<file path="config.mk">
export PLATFORM = sky130hd
export DESIGN_NAME = pcs_handler
export DESIGN_NICKNAME = d
export VERILOG_FILES = /design/src/hw/pcs_pkg.sv /design/src/hw/pcs_handler.sv
export VERILOG_INCLUDE_DIRS = /design/src /design/src/hw
export SDC_FILE = /design/constraint.sdc
export NUM_CORES = 1
export LEC_CHECK = 0
export BUFFER_PORTS_ARGS = -buffer_cell sky130_fd_sc_hd__buf_2
export CAP_MARGIN = 30
export CORE_ASPECT_RATIO = 1.75
export CORE_MARGIN = 2
export CORE_UTILIZATION = 55
export CTS_CLUSTER_DIAMETER = 150
export DETAILED_ROUTE_END_ITERATION = 8
export PLACE_DENSITY = 0.74
export RECOVER_POWER = 100
export SKIP_CTS_REPAIR_TIMING = 1
export SYNTH_ARGS = -nofsm -noshare
export SYNTH_HDL_FRONTEND = slang
export SYNTH_SLANG_ARGS = --single-unit
</file>
<file path="constraint.sdc">
create_clock -name clock_i -period 4.64 [get_ports clock_i]
set_clock_uncertainty 0.05 [all_clocks]
set_input_delay 0.696 -clock clock_i [delete_from_list [all_inputs] [get_ports clock_i]]
set_output_delay 0.696 -clock clock_i [all_outputs]
set_load 0.005 [all_outputs]
</file>
<file path="src/hw/pcs_defines.svh">
// What this block does
// - timer units bit picks 100ms or minute
// - timer from cylinder bytes, clamped to limits
// - limits are 3BFFC4h and zero
// - code 2h sets timer, enable/save flags
// - abort timer set if disabled/unchangeable/unsavable
// - abort out-of-range timer when not clamped; code always clamps, so never aborts
// - aborted request leaves settings untouched
// - code 3h sets state, enable/save flags
// - state set enables or disables current timer
// - save copies current enabled to saved
// - abort state set on same conditions
// - code 4h enables the feature set
// - enable sets identify bit, disables power management
// - enable loads current from saved or default
// - enable starts enabled non-zero timers
// - abort enable when feature set unsupported
// - code 5h disables the feature set
// - disable stops timers, clears identify bit
// - enabled state survives all resets
// - abort disable when disabled or unsupported
// - timer set copies value, enables if enable flag set and non-zero
// - save copies current timer to saved
`ifndef PCS_DEFINES_SVH
`define PCS_DEFINES_SVH
`define PCS_ADDR_CMD 8'h00
`define PCS_ADDR_TIMER 8'h04
`define PCS_ADDR_CTRL 8'h08
`define PCS_ADDR_STAT 8'h0C
`define PCS_ADDR_COND 8'h10
`define PCS_ADDR_SEL 8'h14
`define PCS_ADDR_DATA 8'h18
`define PCS_NCOND 2
`define PCS_SUB_TIMER 4'h2
`define PCS_SUB_STATE 4'h3
`define PCS_SUB_ENA 4'h4
`define PCS_SUB_DIS 4'h5
`define PCS_BIT_UNITS 7
`define PCS_BIT_EN 5
`define PCS_BIT_SAVE 4
`define PCS_TMR_MAX 32'h003BFFC4
`define PCS_TMR_MIN 32'h00000000
`define PCS_TMR_DEF 32'h00000064
`define PCS_MIN_TO_UNITS 32'h00000258
`define PCS_ERR_ABT 8'h04
`define PCS_ST_OK 8'h40
`define PCS_ST_ERR 8'h41
`define PCS_ST_BSY 8'h80
`define PCS_TICK_MS 100
`define PCS_CLK_KHZ 40000
`define PCS_TICK_CYC (`PCS_TICK_MS * `PCS_CLK_KHZ)
`endif

</file>
<file path="src/hw/pcs_pkg.sv">
package pcs_pkg;
    typedef enum logic [2:0] {
        PCS_IDLE = 3'b001,
        PCS_EXEC = 3'b010,
        PCS_DONE = 3'b100
    } pcs_state_e;
endpackage : pcs_pkg
</file>
<file path="src/hw/pcs_handler.sv">
`timescale 1ns/100ps
`include "pcs_defines.svh"
module pcs_handler #(
    parameter int TICK_CYC = `PCS_TICK_CYC
) (
    input wire logic clock_i,
    input wire logic rst_n_i,
    input wire logic [7:0] s_axi_awaddr,
    input wire logic s_axi_awvalid,
    output logic s_axi_awready,
    input wire logic [31:0] s_axi_wdata,
    input wire logic [3:0] s_axi_wstrb,
    input wire logic s_axi_wvalid,
    output logic s_axi_wready,
    output logic [1:0] s_axi_bresp,
    output logic s_axi_bvalid,
    input wire logic s_axi_bready,
    input wire logic [7:0] s_axi_araddr,
    input wire logic s_axi_arvalid,
    output logic s_axi_arready,
    output logic [31:0] s_axi_rdata,
    output logic [1:0] s_axi_rresp,
    output logic s_axi_rvalid,
    input wire logic s_axi_rready,
    output logic id_word120_bit7_o,
    output logic advanced_power_management_en_o,
    output logic [`PCS_NCOND-1:0] timer_run_o,
    output logic [`PCS_NCOND-1:0] timer_expired_o
);
    localparam int N = `PCS_NCOND;
    // feature enable flag lives in non-volatile state, so no reset touches it
    logic feat_en_r = 1'b0;
    logic supported_r, pm_adv_r, wb7_r;
    logic [7:0] cmd_feat_r, cmd_cnt_r, cmd_sn_r;
    logic [15:0] cmd_tmr_r;
    logic [7:0] err_r, stat_r;
    logic go_r;
    logic [N-1:0] changeable_r, savable_r, supp_r;
    logic [31:0] cur_t_r [N];
    logic [31:0] sav_t_r [N];
    logic [31:0] def_t_r [N];
    logic [N-1:0] cur_en_r, sav_en_r, run_r, exp_r;
    logic [31:0] cnt_r [N];
    logic [31:0] tick_r;
    logic [7:0] sel_r;
    pcs_pkg::pcs_state_e st_r;
    logic aw_ok, w_ok;
    logic [7:0] awaddr_r, araddr_r;
    logic [31:0] wdata_r;
    logic have_aw_r, have_w_r;
    logic [3:0] sub;
    logic id_ok;
    logic [31:0] req_t;
    logic [31:0] clamped;
    logic [31:0] rd;
    logic [$clog2(N)-1:0] idx;

    assign sub = cmd_sn_r[3:0];
    assign idx = cmd_cnt_r[$clog2(N)-1:0];
    assign id_ok = (cmd_cnt_r < 8'(N)) && supp_r[idx];
    // units of a minute are scaled to 100 ms steps
    assign req_t = cmd_sn_r[`PCS_BIT_UNITS] ? 32'(cmd_tmr_r) * `PCS_MIN_TO_UNITS
                                              : 32'(cmd_tmr_r);
    // always clamp, so the out-of-range abort never fires
    assign clamped = (req_t > `PCS_TMR_MAX) ? `PCS_TMR_MAX :
                     (req_t < `PCS_TMR_MIN) ? `PCS_TMR_MIN : req_t;

    // axi write channel: take address and data in either order
    assign aw_ok = s_axi_awvalid && s_axi_awready;
    assign w_ok = s_axi_wvalid && s_axi_wready;
    always_ff @(posedge clock_i) begin
        if (!rst_n_i) begin
            s_axi_awready <= 1'b1;
            s_axi_wready <= 1'b1;
            s_axi_bvalid <= 1'b0;
            s_axi_bresp <= 2'b00;
            have_aw_r <= 1'b0;
            have_w_r <= 1'b0;
            awaddr_r <= 8'h00;
            wdata_r <= 32'h00000000;
        end else begin
            if (aw_ok) begin
                have_aw_r <= 1'b1;
                awaddr_r <= s_axi_awaddr;
                s_axi_awready <= 1'b0;
            end
            if (w_ok) begin
                have_w_r <= 1'b1;
                wdata_r <= s_axi_wdata;
                s_axi_wready <= 1'b0;
            end
            if (have_aw_r && have_w_r && !s_axi_bvalid) begin
                s_axi_bvalid <= 1'b1;
                s_axi_bresp <= (awaddr_r > `PCS_ADDR_DATA) ? 2'b10 : 2'b00;
            end
            if (s_axi_bvalid && s_axi_bready) begin
                s_axi_bvalid <= 1'b0;
                have_aw_r <= 1'b0;
                have_w_r <= 1'b0;
                s_axi_awready <= 1'b1;
                s_axi_wready <= 1'b1;
            end
        end
    end
    logic wr_fire;
    assign wr_fire = have_aw_r && have_w_r && !s_axi_bvalid;

    // command capture and configuration registers
    always_ff @(posedge clock_i) begin
        if (!rst_n_i) begin
            cmd_feat_r <= 8'h00;
            cmd_cnt_r <= 8'h00;
            cmd_sn_r <= 8'h00;
            cmd_tmr_r <= 16'h0000;
            go_r <= 1'b0;
            supported_r <= 1'b1;
            changeable_r <= '1;
            savable_r <= '1;
            supp_r <= '1;
            sel_r <= 8'h00;
        end else begin
            go_r <= 1'b0;
            if (wr_fire && st_r == pcs_pkg::PCS_IDLE) begin
                unique case (awaddr_r)
                    `PCS_ADDR_CMD: begin
                        cmd_feat_r <= wdata_r[7:0];
                        cmd_cnt_r <= wdata_r[15:8];
                        cmd_sn_r <= wdata_r[23:16];
                        go_r <= 1'b1;
                    end
                    `PCS_ADDR_TIMER: cmd_tmr_r <= wdata_r[15:0];
                    `PCS_ADDR_CTRL: supported_r <= wdata_r[0];
                    `PCS_ADDR_COND: begin
                        supp_r <= wdata_r[N-1:0];
                        changeable_r <= wdata_r[N+7:8];
                        savable_r <= wdata_r[N+15:16];
                    end
                    `PCS_ADDR_SEL: sel_r <= wdata_r[7:0];
                    default: ;
                endcase
            end
        end
    end

    logic do_ok, do_abt;
    logic valid_t, valid_s;
    assign valid_t = feat_en_r && id_ok && changeable_r[idx]
                     && !(cmd_sn_r[`PCS_BIT_SAVE] && !savable_r[idx]);
    assign valid_s = feat_en_r && id_ok && changeable_r[idx]
                     && !(cmd_sn_r[`PCS_BIT_SAVE] && !savable_r[idx]);
    always_comb begin
        do_ok = 1'b0;
        unique case (sub)
            `PCS_SUB_TIMER: do_ok = valid_t;
            `PCS_SUB_STATE: do_ok = valid_s;
            `PCS_SUB_ENA: do_ok = supported_r;
            `PCS_SUB_DIS: do_ok = supported_r && feat_en_r;
            default: do_ok = 1'b0;
        endcase
        do_abt = !do_ok;
    end

    always_ff @(posedge clock_i) begin
        if (!rst_n_i) begin
            st_r <= pcs_pkg::PCS_IDLE;
            err_r <= 8'h00;
            stat_r <= `PCS_ST_OK;
        end else begin
            unique case (st_r)
                pcs_pkg::PCS_IDLE: if (go_r) begin
                    st_r <= pcs_pkg::PCS_EXEC;
                    stat_r <= `PCS_ST_BSY;
                end
                pcs_pkg::PCS_EXEC: begin
                    st_r <= pcs_pkg::PCS_DONE;
                    err_r <= do_abt ? `PCS_ERR_ABT : 8'h00;
                    stat_r <= do_abt ? `PCS_ST_ERR : `PCS_ST_OK;
                end
                pcs_pkg::PCS_DONE: st_r <= pcs_pkg::PCS_IDLE;
                default: st_r <= pcs_pkg::PCS_IDLE;
            endcase
        end
    end
    logic exec;
    assign exec = (st_r == pcs_pkg::PCS_EXEC) && do_ok;

    // feature enable flag persists through resets; reset clears the identify bit, which is reloaded from the flag on the next cycle
    always_ff @(posedge clock_i) begin
        if (exec && sub == `PCS_SUB_ENA) begin
            feat_en_r <= 1'b1;
        end else if (exec && sub == `PCS_SUB_DIS) begin
            feat_en_r <= 1'b0;
        end
    end
    always_ff @(posedge clock_i) begin
        if (!rst_n_i) begin
            wb7_r <= 1'b0;
            pm_adv_r <= 1'b1;
        end else begin
            wb7_r <= feat_en_r;
            if (exec && sub == `PCS_SUB_ENA) begin
                wb7_r <= 1'b1;
                pm_adv_r <= 1'b0;
            end
            if (exec && sub == `PCS_SUB_DIS) wb7_r <= 1'b0;
        end
    end

    // timer settings and timers
    always_ff @(posedge clock_i) begin
        if (!rst_n_i) begin
            tick_r <= 32'h00000000;
        end else begin
            tick_r <= (tick_r >= 32'(TICK_CYC - 1)) ? 32'h00000000 : tick_r + 32'h00000001;
        end
    end
    logic tick;
    assign tick = (tick_r == 32'h00000000);
    always_ff @(posedge clock_i) begin
        if (!rst_n_i) begin
            for (int i = 0; i < N; i++) begin
                cur_t_r[i] <= 32'h00000000;
                sav_t_r[i] <= 32'h00000000;
                def_t_r[i] <= `PCS_TMR_DEF;
                cnt_r[i] <= 32'h00000000;
            end
            cur_en_r <= '0;
            sav_en_r <= '0;
            run_r <= '0;
            exp_r <= '0;
        end else begin
            for (int i = 0; i < N; i++) begin
                if (run_r[i] && tick) begin
                    if (cnt_r[i] <= 32'h00000001) begin
                        run_r[i] <= 1'b0;
                        exp_r[i] <= 1'b1;
                    end
                    cnt_r[i] <= cnt_r[i] - 32'h00000001;
                end
            end
            if (exec) begin
                unique case (sub)
                    `PCS_SUB_TIMER: begin
                        cur_t_r[idx] <= clamped;
                        cur_en_r[idx] <= cmd_sn_r[`PCS_BIT_EN] && clamped != 0;
                        if (cmd_sn_r[`PCS_BIT_SAVE]) begin
                            sav_t_r[idx] <= clamped;
                            sav_en_r[idx] <= cmd_sn_r[`PCS_BIT_EN] && clamped != 0;
                        end
                    end
                    `PCS_SUB_STATE: begin
                        cur_en_r[idx] <= cmd_sn_r[`PCS_BIT_EN];
                        if (cmd_sn_r[`PCS_BIT_SAVE]) sav_en_r[idx] <= cmd_sn_r[`PCS_BIT_EN];
                    end
                    `PCS_SUB_ENA: begin
                        for (int i = 0; i < N; i++) begin
                            cur_t_r[i] <= (sav_t_r[i] == 0) ? def_t_r[i] : sav_t_r[i];
                            cnt_r[i] <= (sav_t_r[i] == 0) ? def_t_r[i] : sav_t_r[i];
                            run_r[i] <= cur_en_r[i]
                                && ((sav_t_r[i] == 0) ? def_t_r[i] : sav_t_r[i]) != 0;
                            exp_r[i] <= 1'b0;
                        end
                    end
                    `PCS_SUB_DIS: run_r <= '0;
                    default: ;
                endcase
            end
        end
    end

    // read channel
    always_comb begin
        unique case (araddr_r)
            `PCS_ADDR_CMD: rd = {8'h00, cmd_sn_r, cmd_cnt_r, cmd_feat_r};
            `PCS_ADDR_TIMER: rd = {16'h0000, cmd_tmr_r};
            `PCS_ADDR_CTRL: rd = {28'h0000000, pm_adv_r, wb7_r, feat_en_r, supported_r};
            `PCS_ADDR_STAT: rd = {16'h0000, err_r, stat_r};
            `PCS_ADDR_COND: rd = {8'h00, 6'h00, savable_r, 6'h00, changeable_r, 6'h00, supp_r};
            `PCS_ADDR_SEL: rd = {24'h000000, sel_r};
            `PCS_ADDR_DATA: rd = {cur_en_r[sel_r[0]], sav_en_r[sel_r[0]], 8'h00,
                                  cur_t_r[sel_r[0]][21:0]};
            default: rd = 32'h00000000;
        endcase
    end
    always_ff @(posedge clock_i) begin
        if (!rst_n_i) begin
            s_axi_arready <= 1'b1;
            s_axi_rvalid <= 1'b0;
            s_axi_rdata <= 32'h00000000;
            s_axi_rresp <= 2'b00;
            araddr_r <= 8'h00;
        end else begin
            if (s_axi_arvalid && s_axi_arready) begin
                araddr_r <= s_axi_araddr;
                s_axi_arready <= 1'b0;
            end else if (!s_axi_arready && !s_axi_rvalid) begin
                s_axi_rvalid <= 1'b1;
                s_axi_rdata <= rd;
                s_axi_rresp <= (araddr_r > `PCS_ADDR_DATA) ? 2'b10 : 2'b00;
            end else if (s_axi_rvalid && s_axi_rready) begin
                s_axi_rvalid <= 1'b0;
                s_axi_arready <= 1'b1;
            end
        end
    end

    always_ff @(posedge clock_i) begin
        if (!rst_n_i) begin
            id_word120_bit7_o <= 1'b0;
            advanced_power_management_en_o <= 1'b1;
            timer_run_o <= '0;
            timer_expired_o <= '0;
        end else begin
            id_word120_bit7_o <= wb7_r;
            advanced_power_management_en_o <= pm_adv_r;
            timer_run_o <= run_r;
            timer_expired_o <= exp_r;
        end
    end
endmodule : pcs_handler

</file>
Word level (Yosys, flattened, before mapping)
Memory sizes are Yosys's and may differ from the RTL's. A register that Yosys moved wholly into a read port is not among the register bits.
Cells that the tools add are included.
{ "op_classes": {"add_sub_neg": 3, "multipliers": 1, "order_cmp": 11, "n_eq_ne": 20, "muxes": 88, "bitwise_logic": 8, "n_reduce_logical": 59} }
{ "op_table": {"columns": ["operator", "n"], "rows": [
  ["$mux 32", 9],
  ["$pmux 32 s7", 1],
  ["$mux 26", 4],
  ["$logic_not 32->1", 3],
  ["$reduce_bool 32->1", 3],
  ["$le 32x1->1 const B", 2],
  ["$sub 32x1->32 const B", 2],
  ["$mux 1", 53],
  ["$eq 8x5->1 const B", 5],
  ["$add 32x1->32 const B", 1],
  ["$ge 32x22->1 const B", 1],
  ["$reduce_or 32->1", 1],
  ["$gt 26x22->1 const B", 1],
  ["$lt 26x1->1 const B", 1],
  ["$reduce_or 26->1", 1],
  ["$eq 8x4->1 const B", 3],
  ["$logic_and 1x1->1", 24],
  ["$mul 16x7->23 const B", 1],
  ["$reduce_and 2->1", 11],
  ["$eq 8x3->1 const B", 2],
  ["$gt 8x5->1 const B", 2],
  ["$logic_not 8->1", 2],
  ["$pmux 8 s2", 1],
  ["$mux 2", 7],
  ["other kinds (21)", 49]
]} }
{ "word_totals": {"reg_bits": 207, "mem_bits_rw": 180, "wordCells": 231, "memories": 3} }
{ "mem_list": {"columns": ["memory", "depth", "word_bits", "read_ports", "rd_ports_with_merged_regs", "write_ports", "line_no", "rtl"], "rows": [
  ["cnt_r", 2, 32, 2, 0, 2, "pcs_handler.sv:43", "logic [31:0] cnt_r [N];"],
  ["cur_t_r", 2, 32, 1, 1, 2, "pcs_handler.sv:39", "logic [31:0] cur_t_r [N];"],
  ["sav_t_r", 2, 26, 2, 0, 2, "pcs_handler.sv:40", "logic [31:0] sav_t_r [N];"]
]} }

Depth between registers and ports, before layout
Gate-level depths: netlist of run 1.
{ "logic_depth": {"depth_word": 13, "depth_mapped": 17, "depth_no_buf": 15} }

Worst setup path after synthesis of run 1
OpenSTA, ideal clock, no wires.
{ "synth_path": {"path_kind": "register -> register", "from": "register cmd_tmr_r[5]", "to": "memory sav_t_r[0][8] (netlist name) (data pin)", "setup_time_ps": 282, "arrival_time_ps": 4506, "required_ps": 4308, "slack_ps": -198, "stages_incl_launch_ff": 17, "period_less_slack_ps": 4838, "cell_sequence": "dfxtp_1 -> ha_1 -> ha_1 -> fa_1 -> inv_1 -> fa_1 -> inv_1 -> ha_1 -> a21oi_1 -> o21ai_0 -> a22oi_1 -> and2_1 -> mux2i_1 -> o41ai_4 -> a21oi_2 -> buf_2 -> a21oi_1"} }
{ "synth_lines": {"columns": ["element", "line_no", "rtl"], "rows": [
  ["start, declared", "pcs_handler.sv:35", "logic [15:0] cmd_tmr_r;"],
  ["start signal, assigned", "pcs_handler.sv:131", "`PCS_ADDR_TIMER: cmd_tmr_r <= wdata_r[15:0];"],
  ["end, declared", "pcs_handler.sv:40", null]
]} }

==> flow_metrics.tcl, run 1 <==
set metrics [dict create \
    first_pass_iters 7 \
    nets 2233 \
    dieArea_um2 33400 \
    synth_area_leaders "edfxtp_1 (25%), dfxtp_1 (23%), nand2_1 (5.7%)" \
    num_vias 15127 \
    final_common_cell "nand2_1" \
    place_ws_ns -0.529 \
    placed_area_um2 19300 \
    fp.dieH_um 240 \
    h-tree-depth 2 \
    period_needed_ns 4.75 \
    cts_tree "built" \
    cp_max_fo 8 \
    final_hold_viol_count 0 \
    port_buffers 85 \
    setup_viol 52 \
    clk_latency_ns 0.56 \
    worstPathRequired_ns 4.84 \
    design_area_um2 21500 \
    drv_slew 133 \
    hold_path.class "input pin to flip-flop" \
    wirelength_um 52600 \
    seq_area_um2 8480 \
    antenna_found_initial 0 \
    worstMarginPinSlew_ns 2.00 \
    cts_inserted_buffers 34 \
    status "finished, violations left" \
    num_rows 86 \
    syn_avg_cell_area_um2 9.39 \
    peakVddDrop_v 0.000363 \
    setup_ws_ns -0.110 \
    overflow 0 \
    endpoint_kind "flip-flop" \
    yosysSeqAreaShare_pct 48.2 \
    core_area_um2 31400 \
    synth_edf_count 148 \
    vias_per_cell 6.04 \
    globalplace.congestion 0.975 \
    cts_sinks 348 \
    synthArstFlopShare_pct 0 \
    violations "max-capacitance violations, max-slew violations, negative setup slack" \
    fill_cells 2366 \
    ys_ff_latch 348 \
    cts_root_buffer "clkbuf_16" \
    drive_above_1_share_pct 20.9 \
    synth_top_area_cell "edfxtp_1" \
    synth_area_um2 17500 \
    grt_pass1_wl_um 77200 \
    clk_path_buf_depth 3 \
    ys_types 80 \
    area_growth_pct 22.7 \
    maxCapViolCount 4 \
    clk_pin_slew_ns 0.06 \
    synth_cells 1866 \
    wl_per_cell_um 21.0 \
    final_cell_mix "nand2_1 (260), dfxtp_1 (190), nor2_1 (186)" \
    multi_input_comb_area_um2 9420 \
    rsz0062_at_grt "true" \
    slew-limit-headroom_pct -33.5 \
    max_freq_mhz 211 \
    die_w_um 139 \
    drt_iter0_drc 1199 \
    leakage_nw 8.09 \
    grt_pass1_vias 14870 \
    startpoint_type "flip-flop" \
    diodes 0 \
    cp.arrival_ns 4.95 \
    dp_hpwl_um 37100 \
    yosysWarnings 0 \
    ios 106 \
    start_util_pct 55.8 \
    synth_top_area_share_pct 25.4 \
    power_per_cell_area_nw_per_um2 298 \
    grt_start_max_net_pins 78 \
    track_usage_pct 29.3 \
    min_period_over_period_pct 102 \
    route.detailed.drc 0 \
    ant_nets 0 \
    ys.flop_type "dfxtp_1" \
    worst-setup-path-type "flip-flop to flip-flop" \
]
-- final cells by class --
class | instances | area share, %
Timing Repair Buffer | 247 | 7.82
Multi-Input combinational cell | 1372 | 43.8
Clock inverter | 18 | 0.966
Tap cell | 396 | 2.30
Sequential cell | 348 | 39.4
Inverter | 81 | 1.42
Clock buffer | 43 | 4.26
-- final timing paths --
| check | startpoint | end | slack [ns] | cells after the start |
|---|---|---|---|---|
| worst min-delay path | s_axi_wvalid | s_axi_wready$_SDFFE_PP1P_ | 0.30 | 2 |
| worst max register to register | cmd_tmr_r[6]$_SDFFE_PN0P_ | sav_t_r[1][18]$_SDFFCE_PN0P_ | -0.11 | 19 |
| worst min register to register | s_axi_rdata[22]$_SDFFE_PN0P_ | s_axi_rdata[22]$_SDFFE_PN0P_ | 0.40 | 2 |
| worst max-delay path | cmd_tmr_r[6]$_SDFFE_PN0P_ | sav_t_r[1][18]$_SDFFCE_PN0P_ | -0.11 | 19 |
-- per-stage QoR --
stage	setup TNS (ns)	power [mW]	utilization, %	cells	hold WS [ns]
finish	-3.56	6.41	68.4	2505	0.299
global route	-10.69	6.59	68.4	2505	0.303
CTS	-30.09	6.44	64.9	2482	0.295
detailed placement	-30.06	3.68	61.3	2421	0.396
global placement	-23.83	3.67	61.3	2420	0.388
floorplan	-0.0129	3.57	-	1891	0.377
-- where the power goes --
group | switching, mW | leakage [nW] | internal, mW
sequential | 0.0698 | 3.15 | 3.27
clock | 1.25 | 0.546 | 1.55
combinational | 0.191 | 4.39 | 0.0872
-- worst max-delay path, cell delays in order (launching register included) --
cell and delay, ns:
dfxtp_4 0.39, ha_4 0.21, ha_2 0.32, inv_1 0.06, fa_2 0.46, fa_1 0.50, inv_2 0.05, ha_4 0.33
o211ai_1 0.11, a21oi_1 0.16, buf_4 0.21, o2111ai_2 0.18, a21oi_2 0.21, o21ai_0 0.12, buf_4 0.17, o41ai_4 0.30
buf_6 0.18, a21o_4 0.20, clkbuf_16 0.18, nor3_1 0.05
-- layer usage --
layer	part of all wire, %	routed length (um)	GRT usage (%)
met1	34	17900	29.4
met2	53	27700	55.3
met4	8.7	4570	21.0
met3	4.7	2470	3.88
met5	0	0	0
-- cells by family after synthesis --
group                    after synthesis  synth area share, %
multiplexers                          67                 3.91
XOR/XNOR                              83                 4.15
AND/OR/NAND/NOR                      719                 19.1
AO/OA/AOI/OAI                        386                 13.3
adder cells (fa/ha/maj)               90                 7.41
other                                  1               0.0214
buffers and inverters                172                 3.95
flip-flops                           348                 48.2
-- flip-flops by register name, indices dropped and copies added (netlist names), 3 cells and up, named ones only --
| name | count |
|---|---|
| araddr_r | 8 |
| awaddr_r | 8 |
| cmd_cnt_r | 8 |
| cmd_feat_r | 8 |
| cmd_sn_r | 8 |
| cmd_tmr_r | 16 |
| cnt_r | 64 |
| cur_t_r | 44 |
| s_axi_rdata | 26 |
| sav_t_r | 52 |
| sel_r | 8 |
| st_r | 3 |
| stat_r | 3 |
| tick_r | 32 |
| wdata_r | 24 |
-- synthesized netlist by cell type, drive strengths merged (5+ instances only) --
cell type    n
o21a         5
clkbuf      66
o211ai       7
and3        15
buf         25
a21o        13
a22oi       19
nor3b        6
nand3       49
a222oi      10
nand3b       5
nand2      265
a221oi       6
a211oi      14
inv         80
dfxtp      200
nor2       195
edfxtp     148
nand4       16
nor4        44
and2        12
a31oi       11
mux2i       55
nand2b      14
o31ai       11
nor2b        9
or3         10
xnor2       50
fa          23
nor3        53
xor2        33
o21ai      120
or4          8
ha          67
mux2        12
a21oi      142
Power figures use the tool's default switching activity.
==> run 2, diff against run 1 <==
--- a/config.mk
+++ b/config.mk
@@ -19,3 +19,4 @@
 export SYNTH_ARGS = -nofsm -noshare
 export SYNTH_HDL_FRONTEND = slang
 export SYNTH_SLANG_ARGS = --single-unit
+export TNS_END_PERCENT = 30
==> run 2 against run 1 <==
Compared with the run above: the flow still finishes with violations (max-capacitance violations, max-slew violations, negative setup slack); total power barely moved; die area did not move; sequential share of layout area rose by 0.50 points; global-route usage fell by 0.21 points; combinational power barely moved; largest cell class unchanged; first-iteration DRC count fell by 0.83%; via count fell by 0.50%; final cell count fell by 0.60%; sequential power barely moved.
==> flow_metrics.tcl, run 2 (synthesis results as in run 1) <==
set metrics [dict create \
    port_buffers 85 \
    clk_path_buf_depth 3 \
    rsz0062_at_grt "true" \
    slew-limit-headroom_pct -15.2 \
    first_pass_iters 6 \
    peakVddDrop_v 0.000424 \
    overflow 0 \
    clk_latency_ns 0.54 \
    regMostFlops "cnt_r" \
    status "finished, violations left" \
    hp-start "s_axi_wvalid" \
    period_needed_ns 4.72 \
    cp.arrival_ns 4.94 \
    drv_slew 98 \
    drive_above_1_share_pct 19.3 \
    leakage_nw 8.08 \
    antenna_found_initial 0 \
    hold_path.class "input pin to flip-flop" \
    die_w_um 139 \
    r2r_start "cmd_tmr_r[5]$_SDFFE_PN0P_" \
    instances_no_fill 2490 \
    setup_ws_ns -0.0819 \
    num_vias 15051 \
    design_area_um2 21200 \
    r2r_slack_ns -0.08 \
    largest_reg_flops 64 \
    maxCapViolCount 3 \
    nets 2218 \
    globalplace.congestion 1.00 \
    max_freq_mhz 212 \
    dp_hpwl_um 37500 \
    grt_pass1_vias 14894 \
    core_area_um2 31400 \
    area_growth_pct 21.0 \
    wl_per_cell_um 20.5 \
    final_common_cell "nand2_1" \
    top_regs "cnt_r: 64 flops, sav_t_r: 52 flops, cur_t_r: 44 flops" \
    diodes 0 \
    clk_pin_slew_ns 0.06 \
    final_hold_viol_count 0 \
    cts_tree "built" \
    worst-setup-path-type "flip-flop to flip-flop" \
    h-tree-depth 2 \
    holdPathStages 2 \
    placed_area_um2 19300 \
    drt_iter0_drc 1189 \
    dp_cells 2418 \
    track_usage_pct 29.1 \
    p_total_mw 6.42 \
    cp_max_fo 6 \
    startpoint_type "flip-flop" \
    endpoint_kind "flip-flop" \
    fin_util_pct 67.5 \
    power_per_cell_area_nw_per_um2 303 \
    fp.dieH_um 240 \
    ios 106 \
    worstMarginPinSlew_ns 1.73 \
    r2r-end "cur_t_r[0][15]$_DFFE_PP_" \
    start_util_pct 55.8 \
    final_cell_mix "nand2_1 (262), dfxtp_1 (192), nor2_1 (189)" \
    route.detailed.drc 0 \
    num_rows 86 \
    grt_pass1_wl_um 76600 \
    rr_worst_depth 19 \
    ant_nets 0 \
    min_period_over_period_pct 102 \
    violations "max-capacitance violations, max-slew violations, negative setup slack" \
    vias_per_cell 6.04 \
    cts_sinks 348 \
    grt_start_max_net_pins 86 \
    cts_inserted_buffers 34 \
    dieArea_um2 33400 \
    cts_root_buffer "clkbuf_16" \
    wirelength_um 51100 \
    setup_viol 52 \
    worstPathRequired_ns 4.85 \
    whs_endpoint "s_axi_wready$_SDFFE_PP1P_" \
]
[run 2: how the worst max path moves through the flow]
| stage | slack (ns) | endpoint | cells past startpoint | startpoint |
|---|---|---|---|---|
| 4_1_cts | -0.44 | cur_t_r[1][15]$_DFFE_PP_ | 18 | cmd_tmr_r[7]$_SDFFE_PN0P_ |
| 2_1_floorplan | -0.02 | sav_t_r[1][4]$_SDFFCE_PN0P_ | 15 | cmd_tmr_r[9]$_SDFFE_PN0P_ |
| 5_1_grt | -0.26 | sav_t_r[1][7]$_SDFFCE_PN0P_ | 19 | cmd_tmr_r[5]$_SDFFE_PN0P_ |
| 3_3_place_gp | -0.33 | cur_t_r[1][3]$_DFFE_PP_ | 18 | cmd_tmr_r[11]$_SDFFE_PN0P_ |
| 3_5_place_dp | -0.40 | cur_t_r[1][15]$_DFFE_PP_ | 18 | cmd_tmr_r[7]$_SDFFE_PN0P_ |
| 6_report | -0.08 | cur_t_r[0][15]$_DFFE_PP_ | 19 | cmd_tmr_r[5]$_SDFFE_PN0P_ |
[run 2: power breakdown]
part,internal [mW],total (mW),switching (mW)
Sequential,3.27,3.34,0.0697
Clock,1.59,2.80,1.22
Combinational,0.0871,0.278,0.191
[run 2: layout make-up]
| cell class | count | area, um^2 |
|---|---|---|
| Inverter | 81 | 305 |
| Clock buffer | 45 | 955 |
| Timing Repair Buffer | 232 | 1560 |
| Fill cell | 2438 | 10200 |
| Sequential cell | 348 | 8470 |
| Multi-Input combinational cell | 1372 | 9250 |
| Clock inverter | 16 | 169 |
| Tap cell | 396 | 495 |
[run 2: stage by stage]
| step | hold slack, ns | TNS [ns] | setup WS [ns] |
|---|---|---|---|
| after global routing | 0.346 | -14.56 | -0.259 |
| after CTS | 0.314 | -25.07 | -0.439 |
| after floorplan | 0.377 | -0.119 | -0.0182 |
| after global placement | 0.389 | -19.23 | -0.326 |
| final | 0.318 | -2.17 | -0.0819 |
| after detailed placement | 0.395 | -22.71 | -0.397 |
[run 2: per-layer routing]
metal | vias up | wire length (um) | track usage [%]
met5 | - | 0 | 0
met2 | 556 | 27000 | 54.6
met3 | 197 | 2400 | 3.27
met1 | 7283 | 17100 | 28.7
met4 | 0 | 4560 | 23.7
li1 | 7015 | - | -
[run 2: critical path, cell delays in order (launching register included)]
cell and delay, ns:
dfxtp_2 0.34, buf_6 0.12, buf_4 0.15, ha_4 0.24, fa_1 0.54, inv_1 0.06
fa_1 0.52, inv_2 0.05, ha_4 0.29, and4_1 0.21, a21boi_4 0.21, a21oi_4 0.09
buf_6 0.13, o41ai_4 0.36, mux2i_2 0.34, a21oi_4 0.14, buf_6 0.17, a211oi_2 0.19
buf_4 0.18, o21ai_0 0.08
